<file path="src/rtl/pa_timer_port_consts.vh">
// constants for the pulse accumulator and timer port block
`ifndef PA_TIMER_PORT_CONSTS_VH
`define PA_TIMER_PORT_CONSTS_VH

// ---------------------------------------------------------------
// register indices (byte address = index * 4)
// ---------------------------------------------------------------
`define IDX_CHANNEL6_VALUE        8'h9C
`define IDX_CHANNEL7_VALUE        8'h9E
`define IDX_ACCUMULATOR_CONTROL   8'hA0
`define IDX_ACCUMULATOR_FLAGS     8'hA1
`define IDX_ACCUMULATOR_COUNT     8'hA2
`define IDX_TIMER_TEST_BYPASS     8'hAD
`define IDX_TIMER_PORT_PINS       8'hAE
`define IDX_TIMER_PORT_DIRECTION  8'hAF
`define IDX_TIMER_CONTROL         8'hB0
`define IDX_CHANNEL_CONTROL       8'hB1
`define IDX_TIMER_COUNT           8'hB2

// ---------------------------------------------------------------
// accumulator_control fields
// ---------------------------------------------------------------
`define ACC_ENABLE_POS       6
`define ACC_MODE_POS         5
`define ACC_EDGE_POS         4
`define CLK_SEL_HI_POS       3
`define CLK_SEL_LO_POS       2
`define OVF_IRQ_EN_POS       1
`define IN_IRQ_EN_POS        0
`define ACC_CONTROL_RESET    8'h00

// accumulator_flags fields
`define OVF_FLAG_POS         1
`define IN_FLAG_POS          0

// timer_test_bypass fields
`define CNT_SPLIT_POS        1
`define ACC_SPLIT_POS        0

// timer_control fields
`define TMR_ENABLE_POS       7
`define WAIT_STOP_POS        6
`define DEBUG_STOP_POS       5
`define FAST_CLEAR_POS       4
`define PRESCALE_HI          2
`define TIMER_CONTROL_RESET  8'h00

// channel_control fields: function select, edge select, output action
`define FSEL6_POS            0
`define FSEL7_POS            1
`define EDGE6_LO             2
`define EDGE7_LO             4
`define ACT6_LO              8
`define ACT7_LO              10
`define CHANNEL_CONTROL_RESET 12'h000

`define CHANNEL_VALUE_RESET  16'h0000
`define ACC_COUNT_RESET      16'h0000

// ---------------------------------------------------------------
// timing counts in module clocks
// ---------------------------------------------------------------
`define GATE_DIVIDE          64
`define GATE_TICK_LAST       6'h3F
`define PRESCALE_MAX_LOG2    5

`endif

</file>
<file path="src/rtl/pa_timer_port.v">
// pulse accumulator, channels 6/7, timer counter clocking and timer port pins
// Functional notes
// channel value captures counter on qualified edge, or serves as compare match.
// channel values readable always, writable only in compare, reset to zero.
// accumulator enable turns accumulator on/off, independent of timer enable.
// mode bit zero counts events, one accumulates gated time.
// event mode counts falling edges with edge bit zero, rising with one.
// gated mode gates divide-by-64 tick by pin level; trailing edge sets flag.
// divide-by-64 tick comes from prescaler, absent while timer disabled.
// clock select picks prescaler, accumulator clock, divided by 256 or 65536.
// accumulator disabled forces prescaler clock onto timer counter.
// clock select change takes effect immediately.
// interrupt request while a flag is set and its enable is one.
// overflow flag sets on wrap FFFF to 0000, cleared by writing bit 1.
// input flag sets on counted or trailing edge, cleared by writing bit 0.
// fast flag clear makes any count access clear both accumulator flags.
// software accesses the accumulator count as one whole word.
// test bypass writable in special mode only; splits counters into halves.
// port read returns pin level for inputs, latched data for outputs; compare-driven pins read back the compare output instead.
// port writes never change a pin driven by a compare output.
// outside signals hold each level longer than two module clocks.
// direction one is output; enabled compare forces output; capture does not.
// halts in stop; debug and wait halt only with their stop bits.
// accumulator disabled stops counting and flags, registers stay accessible.
// accumulator input passes a two-stage synchronizer before any use.
`timescale 1ns/10ps
`include "pa_timer_port_consts.vh"

module pa_timer_port #(
    parameter ADDR_WIDTH = 12
) (
    input  wire                  clk,
    input  wire                  srst,
    input  wire                  psel,
    input  wire                  penable,
    input  wire                  pwrite,
    input  wire [ADDR_WIDTH-1:0] paddr,
    input  wire [31:0]           pwdata,
    output reg  [31:0]           prdata,
    output wire                  pready,
    output wire                  pslverr,
    input  wire                  stopMode,
    input  wire                  waitMode,
    input  wire                  debugMode,
    input  wire                  specialMode_n,
    input  wire [7:0]            portIn,
    output wire [7:0]            portOut,
    output wire [7:0]            portOe,
    output wire                  overflowIrq,
    output wire                  inputIrq,
    output wire [15:0]           timerCount
);

    // ---------------------------------------------------------------
    // registers
    // ---------------------------------------------------------------
    reg  [15:0] channel6Value;
    reg  [15:0] channel7Value;
    reg  [7:0]  accControl;
    reg         overflowFlag;
    reg         inputFlag;
    reg  [15:0] accCount;
    reg         counterSplit;
    reg         accSplit;
    reg  [7:0]  portLatch;
    reg  [7:0]  portDirection;
    reg  [7:0]  timerControl;
    reg  [11:0] channelControl;
    reg  [15:0] counter;
    reg  [5:0]  prescale;
    reg  [1:0]  compareOut;
    reg  [1:0]  sync1;
    reg  [1:0]  sync2;
    reg  [1:0]  syncPrev;

    // ---------------------------------------------------------------
    // apb decode
    // ---------------------------------------------------------------
    wire [7:0] regIndex  = paddr[9:2];
    wire       aligned   = (paddr[1:0] == 2'b00) && (paddr[ADDR_WIDTH-1:10] == {(ADDR_WIDTH-10){1'b0}});
    reg        mapped;
    wire       access    = psel && penable;
    wire       wrDone    = access && pwrite && mapped;
    wire       setup     = psel && !penable;

    assign pready  = 1'b1;
    assign pslverr = access && !mapped;

    always @* begin
        case (regIndex)
            `IDX_CHANNEL6_VALUE, `IDX_CHANNEL7_VALUE, `IDX_ACCUMULATOR_CONTROL,
            `IDX_ACCUMULATOR_FLAGS, `IDX_ACCUMULATOR_COUNT, `IDX_TIMER_TEST_BYPASS,
            `IDX_TIMER_PORT_PINS, `IDX_TIMER_PORT_DIRECTION, `IDX_TIMER_CONTROL,
            `IDX_CHANNEL_CONTROL, `IDX_TIMER_COUNT: mapped = aligned;
            default: mapped = 1'b0;
        endcase
    end

    wire wrChan6   = wrDone && regIndex == `IDX_CHANNEL6_VALUE;
    wire wrChan7   = wrDone && regIndex == `IDX_CHANNEL7_VALUE;
    wire wrCtrl    = wrDone && regIndex == `IDX_ACCUMULATOR_CONTROL;
    wire wrFlags   = wrDone && regIndex == `IDX_ACCUMULATOR_FLAGS;
    wire wrCount   = wrDone && regIndex == `IDX_ACCUMULATOR_COUNT;
    wire wrTest    = wrDone && regIndex == `IDX_TIMER_TEST_BYPASS;
    wire wrPort    = wrDone && regIndex == `IDX_TIMER_PORT_PINS;
    wire wrDir     = wrDone && regIndex == `IDX_TIMER_PORT_DIRECTION;
    wire wrTimer   = wrDone && regIndex == `IDX_TIMER_CONTROL;
    wire wrChanCtl = wrDone && regIndex == `IDX_CHANNEL_CONTROL;
    wire countHit  = access && mapped && regIndex == `IDX_ACCUMULATOR_COUNT;

    // ---------------------------------------------------------------
    // operating mode qualifiers
    // ---------------------------------------------------------------
    wire freeze    = stopMode
                     || (debugMode && timerControl[`DEBUG_STOP_POS])
                     || (waitMode && timerControl[`WAIT_STOP_POS]);
    wire timerRun  = timerControl[`TMR_ENABLE_POS] && !freeze;
    wire accRun    = accControl[`ACC_ENABLE_POS] && !freeze;
    wire gatedMode = accControl[`ACC_MODE_POS];
    wire edgeSel   = accControl[`ACC_EDGE_POS];
    wire [1:0] clkSel = {accControl[`CLK_SEL_HI_POS], accControl[`CLK_SEL_LO_POS]};
    wire fastClear = timerControl[`FAST_CLEAR_POS];

    // ---------------------------------------------------------------
    // input synchronizer for pins 6 and 7 (pin 7 feeds the accumulator)
    // ---------------------------------------------------------------
    always @(posedge clk) begin
        if (srst) begin
            sync1    <= 2'b00;
            sync2    <= 2'b00;
            syncPrev <= 2'b00;
        end else begin
            sync1    <= portIn[7:6];
            sync2    <= sync1;
            syncPrev <= sync2;
        end
    end

    wire [1:0] rise = sync2 & ~syncPrev;
    wire [1:0] fall = ~sync2 & syncPrev;

    // ---------------------------------------------------------------
    // prescaler and divide-by-64 tick
    // ---------------------------------------------------------------
    wire [2:0] prSel    = timerControl[`PRESCALE_HI:0];
    wire [2:0] prLog2   = (prSel > 3'd5) ? 3'd5 : prSel;
    wire [4:0] prMask   = (5'h01 << prLog2) - 5'h01;
    // one counter feeds prescaler and gating tick,
    // so the tick stops with the timer enable
    wire       preTick  = timerRun && ((prescale[4:0] & prMask) == prMask);
    wire       tick64   = timerRun && (prescale == `GATE_TICK_LAST);

    always @(posedge clk) begin
        if (srst)
            prescale <= 6'h00;
        else if (timerRun)
            prescale <= prescale + 6'h01;
    end

    // ---------------------------------------------------------------
    // accumulator clock, count and flags
    // ---------------------------------------------------------------
    wire eventEdge = edgeSel ? rise[1] : fall[1];
    wire gateOpen  = edgeSel ? !sync2[1] : sync2[1];
    wire trailing  = edgeSel ? rise[1] : fall[1];
    wire accClk    = accRun && (gatedMode ? (gateOpen && tick64) : eventEdge);
    wire inputSet  = accRun && (gatedMode ? trailing : eventEdge);

    wire        lowWrap    = accClk && accCount[7:0] == 8'hFF;
    wire        highWrap   = accClk && accCount[15:8] == 8'hFF;
    wire        accWrap    = accSplit ? highWrap : (lowWrap && highWrap);
    wire [15:0] accNext    = accSplit ?
                             {accCount[15:8] + 8'h01, accCount[7:0] + 8'h01} :
                             accCount + 16'h0001;

    always @(posedge clk) begin
        if (srst) begin
            accCount <= `ACC_COUNT_RESET;
        end else if (wrCount) begin
            accCount <= pwdata[15:0];
        end else if (accClk) begin
            accCount <= accNext;
        end
    end

    // set wins over every clear path; a count write suppresses the overflow set
    wire clearAll = countHit && fastClear;
    always @(posedge clk) begin
        if (srst) begin
            overflowFlag <= 1'b0;
            inputFlag    <= 1'b0;
        end else begin
            if (accWrap && !wrCount)
                overflowFlag <= 1'b1;
            else if (clearAll || (wrFlags && pwdata[`OVF_FLAG_POS]))
                overflowFlag <= 1'b0;
            if (inputSet)
                inputFlag <= 1'b1;
            else if (clearAll || (wrFlags && pwdata[`IN_FLAG_POS]))
                inputFlag <= 1'b0;
        end
    end

    assign overflowIrq = overflowFlag && accControl[`OVF_IRQ_EN_POS];
    assign inputIrq    = inputFlag && accControl[`IN_IRQ_EN_POS];

    // ---------------------------------------------------------------
    // timer counter clock selection
    // ---------------------------------------------------------------
    reg counterTick;
    always @* begin
        if (!accControl[`ACC_ENABLE_POS]) begin
            counterTick = preTick;
        end else begin
            case (clkSel)
                2'b00:   counterTick = preTick;
                2'b01:   counterTick = accClk;
                2'b10:   counterTick = lowWrap;
                2'b11:   counterTick = accClk && (accCount == 16'hFFFF);
                default: counterTick = preTick;
            endcase
        end
    end

    // bypass drives both halves every module clock while the timer runs, prescaler out of the path
    wire        cntStep = counterSplit ? timerRun : (counterTick && timerRun);
    wire [15:0] cntNext = counterSplit ?
                          {counter[15:8] + 8'h01, counter[7:0] + 8'h01} :
                          counter + 16'h0001;

    always @(posedge clk) begin
        if (srst)
            counter <= 16'h0000;
        else if (cntStep)
            counter <= cntNext;
    end

    assign timerCount = counter;

    // ---------------------------------------------------------------
    // channels 6 and 7: capture or compare
    // ---------------------------------------------------------------
    wire [1:0] isCompare = {channelControl[`FSEL7_POS], channelControl[`FSEL6_POS]};
    wire [1:0] edge6     = channelControl[`EDGE6_LO+1:`EDGE6_LO];
    wire [1:0] edge7     = channelControl[`EDGE7_LO+1:`EDGE7_LO];
    wire [1:0] act6      = channelControl[`ACT6_LO+1:`ACT6_LO];
    wire [1:0] act7      = channelControl[`ACT7_LO+1:`ACT7_LO];
    wire [1:0] cmpEnable = {isCompare[1] && act7 != 2'b00, isCompare[0] && act6 != 2'b00};

    wire cap6 = timerRun && !isCompare[0] &&
                ((edge6[0] && rise[0]) || (edge6[1] && fall[0]));
    wire cap7 = timerRun && !isCompare[1] &&
                ((edge7[0] && rise[1]) || (edge7[1] && fall[1]));
    wire match6 = cntStep && isCompare[0] && cntNext == channel6Value;
    wire match7 = cntStep && isCompare[1] && cntNext == channel7Value;

    always @(posedge clk) begin
        if (srst) begin
            channel6Value <= `CHANNEL_VALUE_RESET;
            channel7Value <= `CHANNEL_VALUE_RESET;
        end else begin
            if (cap6)
                channel6Value <= counter;
            else if (wrChan6 && isCompare[0])
                channel6Value <= pwdata[15:0];
            if (cap7)
                channel7Value <= counter;
            else if (wrChan7 && isCompare[1])
                channel7Value <= pwdata[15:0];
        end
    end

    // output action: 01 toggle, 10 clear, 11 set
    function nextAction;
        input [1:0] act;
        input       cur;
        begin
            case (act)
                2'b01:   nextAction = !cur;
                2'b10:   nextAction = 1'b0;
                2'b11:   nextAction = 1'b1;
                default: nextAction = cur;
            endcase
        end
    endfunction

    always @(posedge clk) begin
        if (srst) begin
            compareOut <= 2'b00;
        end else begin
            if (match6)
                compareOut[0] <= nextAction(act6, compareOut[0]);
            if (match7)
                compareOut[1] <= nextAction(act7, compareOut[1]);
        end
    end

    // ---------------------------------------------------------------
    // port pins
    // ---------------------------------------------------------------
    wire [7:0] compareDrive = {cmpEnable, 6'h00};
    wire [7:0] driveValue   = {compareOut, 6'h00};
    assign portOe  = portDirection | compareDrive;
    assign portOut = (portLatch & ~compareDrive) | (driveValue & compareDrive);
    wire [7:0] portRead = (portIn & ~portOe) | (portOut & portOe);

    // ---------------------------------------------------------------
    // register writes
    // ---------------------------------------------------------------
    always @(posedge clk) begin
        if (srst) begin
            accControl     <= `ACC_CONTROL_RESET;
            counterSplit   <= 1'b0;
            accSplit       <= 1'b0;
            portLatch      <= 8'h00;
            portDirection  <= 8'h00;
            timerControl   <= `TIMER_CONTROL_RESET;
            channelControl <= `CHANNEL_CONTROL_RESET;
        end else begin
            if (wrCtrl)
                accControl <= {1'b0, pwdata[6:0]};
            if (wrTest && !specialMode_n) begin
                counterSplit <= pwdata[`CNT_SPLIT_POS];
                accSplit     <= pwdata[`ACC_SPLIT_POS];
            end
            if (wrPort)
                portLatch <= pwdata[7:0];
            if (wrDir)
                portDirection <= pwdata[7:0];
            if (wrTimer)
                timerControl <= {pwdata[7:4], 1'b0, pwdata[2:0]};
            if (wrChanCtl)
                channelControl <= pwdata[11:0];
        end
    end

    // ---------------------------------------------------------------
    // read data, captured in the setup cycle so it is stable in access
    // ---------------------------------------------------------------
    reg [31:0] readMux;
    always @* begin
        readMux = 32'h00000000;
        case (regIndex)
            `IDX_CHANNEL6_VALUE:       readMux[15:0] = channel6Value;
            `IDX_CHANNEL7_VALUE:       readMux[15:0] = channel7Value;
            `IDX_ACCUMULATOR_CONTROL:  readMux[7:0]  = accControl;
            `IDX_ACCUMULATOR_FLAGS:    readMux[1:0]  = {overflowFlag, inputFlag};
            `IDX_ACCUMULATOR_COUNT:    readMux[15:0] = accCount;
            `IDX_TIMER_TEST_BYPASS:    readMux[1:0]  = {counterSplit, accSplit};
            `IDX_TIMER_PORT_PINS:      readMux[7:0]  = portRead;
            `IDX_TIMER_PORT_DIRECTION: readMux[7:0]  = portDirection;
            `IDX_TIMER_CONTROL:        readMux[7:0]  = timerControl;
            `IDX_CHANNEL_CONTROL:      readMux[11:0] = channelControl;
            `IDX_TIMER_COUNT:          readMux[15:0] = counter;
            default:                   readMux       = 32'h00000000;
        endcase
        if (!aligned)
            readMux = 32'h00000000;
    end

    always @(posedge clk) begin
        if (srst)
            prdata <= 32'h00000000;
        else if (setup && !pwrite)
            prdata <= readMux;
    end

endmodule

</file>
<file path="config.mk">
export PLATFORM = sky130hd
export DESIGN_NAME = pa_timer_port
export DESIGN_NICKNAME = d
export VERILOG_FILES = /design/src/rtl/pa_timer_port.v
export VERILOG_INCLUDE_DIRS = /design/src /design/src/rtl
export SDC_FILE = /design/constraint.sdc
export NUM_CORES = 1
export LEC_CHECK = 0
export CORE_MARGIN = 2
export CORE_UTILIZATION = 40
export DETAILED_ROUTE_END_ITERATION = 8
export DONT_BUFFER_PORTS = 1
export PLACE_DENSITY = 0.6
export SLEW_MARGIN = 20
export SYNTH_ARGS = -nofsm -noshare
export SYNTH_HDL_FRONTEND = slang
export SYNTH_SLANG_ARGS = --single-unit
</file>
<file path="constraint.sdc">
create_clock -name clk -period 6.49 [get_ports clk]
set_input_delay 1.298 -clock clk [delete_from_list [all_inputs] [get_ports clk]]
set_output_delay 1.298 -clock clk [all_outputs]
set_load 0.01 [all_outputs]
</file>
==> metrics <==
simple-gate share of the synthesized area 0.206; total length of routed wires 24.9 mm; leakage component of the power about 2.9 nW; Clock Pin Slew Worst Setup and Hold Paths ~80 ps; delay of the slowest cell on the worst path 650 ps; largest area contributor in the synthesized netlist sky130_fd_sc_hd__dfxtp_1; total standard cell area after synthesis 8390 um^2; FF-to-FF Start timerCount[9]; height of the chip 149 um; worst-path maximum fanout 19; H-Tree Level Count 4; Total Nets Final 1,001; final hold viol count 0; Critical Path Sink pslverr; Syn Inst Count a little under 1,000; initial core utilization 0.411; number of synthesis warnings 0; fraction of synthesized cell area taken by the top area cell type 0.334; remaining global-route overflow 0; internal power summed over all cells 1.44 mW; smallest hold slack 441 ps; flops & latches, synth 140; TritonCTS Buffers 17; Total Die Area 22,200 um^2; parity-gate share of the synthesized area counting xor and xnor cells 0.0860; fraction of the mapped netlist area in adder cells 0.00895; type of the tightest min-delay check register to register; Worst Setup Path Type input pin to output port; core region area 20,400 um^2; number of antenna violations at the first check in global routing 0; I/O Pins 129; cell occurring most often along the worst timing path sky130_fd_sc_hd__nor2b_1; Sequential Power Share 0.449; dominant register cell in the synthesized netlist sky130_fd_sc_hd__dfxtp_1; post-synthesis compound-gate area fraction 0.175; portion of total power attributed to combinational logic 0.020; headroom to the max-slew limit 0.308; max-slew violations 0; fraction of layout instances using a drive strength above 1 0.0760; Critical R2R Capture compareOut[1]; clock root buffer sky130_fd_sc_hd__clkbuf_16; cell area after placement 8330 um^2; number of DRC markers in iteration 0 574; Tmin final between 4000 and 5000 ps; CP arrival 2770 ps; number of gates resized after CTS 0; post-DP HPWL roughly 18 mm; number of buffers between clock root and the deepest sink 2; net switching fraction of the power 0.254; post-synthesis area per instance 8.46 um^2; power per standard cell area ~220 nW/um^2; synthesis-to-finish area growth 6.71%; number of filler instances in the final layout 2,057; via count of the routed design 7,043; total power draw 1.93 mW; via count of the first global-routing pass 6,734; Final setup violation count 0; outcome complete, no violations; maximum clock frequency 246 MHz; register-to-register setup slack 2650 ps; clock tree from TritonCTS done; number of flops mapped to enable cells by yosys 0; ANT cells 0; number of input and output port buffers inserted 0; clk_lat worst skew 440 ps; cells along the critical path nor2b_1, nand3_1, a41oi_2, nor2b_1; area of the multi-input gates 5050 um^2; synth top area cells sky130_fd_sc_hd__dfxtp_1, sky130_fd_sc_hd__mux2i_1, sky130_fd_sc_hd__nor2_1; DRC violations left 0; sequential standard cell area about 2800 um^2; post-route non-filler standard cell count 1,217; unrepaired setup endpoints after global routing false; Worst Reg-to-Reg Cells 8; DP Cell Count 1,185; sequential cell area fraction in the yosys report 0.334; power dissipated by switching net loads 0.490 mW; maximum number of pins on one net before global-route repair 142; vias per std cell 5.79; global-route wire length before repair 39.5 mm; residual antenna-violating net count after detailed routing 0; timing startpoint of the critical path paddr[2]; Hold Path Depth 1; number of clock sinks seen by CTS 140; fraction of registers with async set or reset after synthesis 0; mux share of post-synthesis cell area 0.116; Least-Margin Pin Slew around 1000 ps; Row Count 52; last weighted congestion value of the routability-driven placer 0.911; kind of end point of the critical path output port; number of maximum-capacitance constraint violations 0; die outline width 149 um; share of total power in the clock network 0.531; largest family of logic cells by synthesized area simple AND/OR/NAND/NOR gates; finished layout cell area 8950 um^2; WL/cell a little over 20 um; fin crit share 0.627; Final Skew 13.7 ps; count of hold-fix buffers inserted at cts 0; Worst path slowest cell sky130_fd_sc_hd__nor2b_1; Final TNS setup 0 ps; Required @ worst endpoint 5190 ps; Setup crit start kind input pin; first-pass iteration count of the detailed router 5; worst ir drop on vdd ~0.18 mV; total track usage 0.230; total setup buffers inserted after CTS 0; count of unique library cells instantiated by Yosys between 70 and 80
==> cell usage in the layout, fill, tap and decap left out, types with 7 or more instances in the layout <==
cell | netlist | layout
sky130_fd_sc_hd__a211oi_1 | 45 | 45
sky130_fd_sc_hd__a21oi_1 | 31 | 31
sky130_fd_sc_hd__a22oi_1 | 28 | 28
sky130_fd_sc_hd__a31oi_1 | 8 | 8
sky130_fd_sc_hd__and2_1 | 9 | 9
sky130_fd_sc_hd__and3_1 | 10 | 10
sky130_fd_sc_hd__and4_1 | 7 | 7
sky130_fd_sc_hd__buf_4 | 32 | 10
sky130_fd_sc_hd__clkbuf_16 | 0 | 17
sky130_fd_sc_hd__conb_1 | 2 | 17
sky130_fd_sc_hd__dfxtp_1 | 140 | 140
sky130_fd_sc_hd__inv_1 | 19 | 19
sky130_fd_sc_hd__inv_8 | 0 | 7
sky130_fd_sc_hd__mux2_2 | 8 | 8
sky130_fd_sc_hd__mux2i_1 | 88 | 88
sky130_fd_sc_hd__nand2_1 | 67 | 67
sky130_fd_sc_hd__nand3_1 | 26 | 26
sky130_fd_sc_hd__nand4_1 | 17 | 17
sky130_fd_sc_hd__nor2_1 | 158 | 158
sky130_fd_sc_hd__nor2b_1 | 16 | 15
sky130_fd_sc_hd__nor3_1 | 8 | 7
sky130_fd_sc_hd__o21ai_0 | 19 | 19
sky130_fd_sc_hd__xnor2_1 | 32 | 32
sky130_fd_sc_hd__xor2_1 | 32 | 32
==> per-stage QoR <==
stage	util	setup slack, ps
2_1_floorplan	-	2820
5_1_grt	0.438	2280
3_3_place_gp	0.408	2210
3_5_place_dp	0.408	2210
4_1_cts	0.438	2430
6_report	0.438	2420
==> sequential cells by signal, indices dropped and copies added, names as in the netlist, 6 cells and up <==
| name | flops |
|---|---|
| accControl | 7 |
| accCount | 16 |
| channel6Value | 16 |
| channel7Value | 16 |
| channelControl | 12 |
| portDirection | 8 |
| portLatch | 8 |
| prdata | 16 |
| prescale | 6 |
| timerControl | 7 |
| timerCount | 16 |
==> per-layer routing <==
| metal | wire [um] | GRT usage | vias to the layer above |
|---|---|---|---|
| li1 | - | - | 3420 |
| met1 | 11300 | 0.315 | 3369 |
| met2 | 11600 | 0.365 | 208 |
| met3 | 1360 | 0.0437 | 46 |
| met4 | 658 | 0.0819 | 0 |
| met5 | 0 | 0 | - |
==> cell families (layout without fill, tap and decap cells) <==
family,after synthesis,count (layout)
AO/OA/AOI/OAI,200,200
XOR/XNOR,71,71
adder cells (fa/ha/maj),6,6
buffers and inverters,121,61
flip-flops,140,140
multiplexers,96,96
other,2,17
AND/OR/NAND/NOR,356,356
==> cell type report <==
| type | count | share of cell area |
|---|---|---|
| multi-input cells | 746 | 0.564 |
| flip-flops and latches | 140 | 0.313 |
| clock buffers | 17 | 0.0475 |
| well taps | 270 | 0.0377 |
| clock inverters | 15 | 0.0215 |
| repair buffers | 10 | 0.00838 |
| inverters | 19 | 0.00797 |
==> synth_stat cells, drive strengths merged (7+ instances only) <==
cell    count
a22oi      28
a221oi      7
a21oi      31
and4        7
a211oi     46
clkbuf     43
nor2b      16
nand4      17
xnor2      32
xor2       32
dfxtp     140
nor2      158
nor3       12
buf        59
nand3      28
mux2        8
a31oi       8
and3       10
mux2i      88
nor4        7
o21ai      19
inv        19
nand2      67
and2       10
==> power groups by stage <==
stage | combinational (mW) | sequential, mW | clock, mW
after floorplan | 0.0608 | 0.882 | 0
final | 0.0383 | 0.865 | 1.02
after global routing | 0.0423 | 0.865 | 1.07
after detailed placement | 0.0380 | 0.885 | 0
after global placement | 0.0375 | 0.885 | 0
after CTS | 0.0382 | 0.865 | 1.04
==> how the worst min path moves through the flow <==
stage	end	slack [ps]	startpoint
after floorplan	sync2[0]	410	sync1[0]
after global placement	sync2[0]	420	sync1[0]
after detailed placement	sync2[0]	430	sync1[0]
after CTS	sync2[0]	450	sync1[0]
after global routing	sync2[1]	460	sync1[1]
final	sync2[0]	440	sync1[0]
==> critical path: cells and delay by family <==
kind / cells / cell delay (ps)
AOI/OAI and AO/OA: 1 / 460
and+or+nand+nor: 3 / 1010
Note: power is estimated with default switching activity, not from simulation.
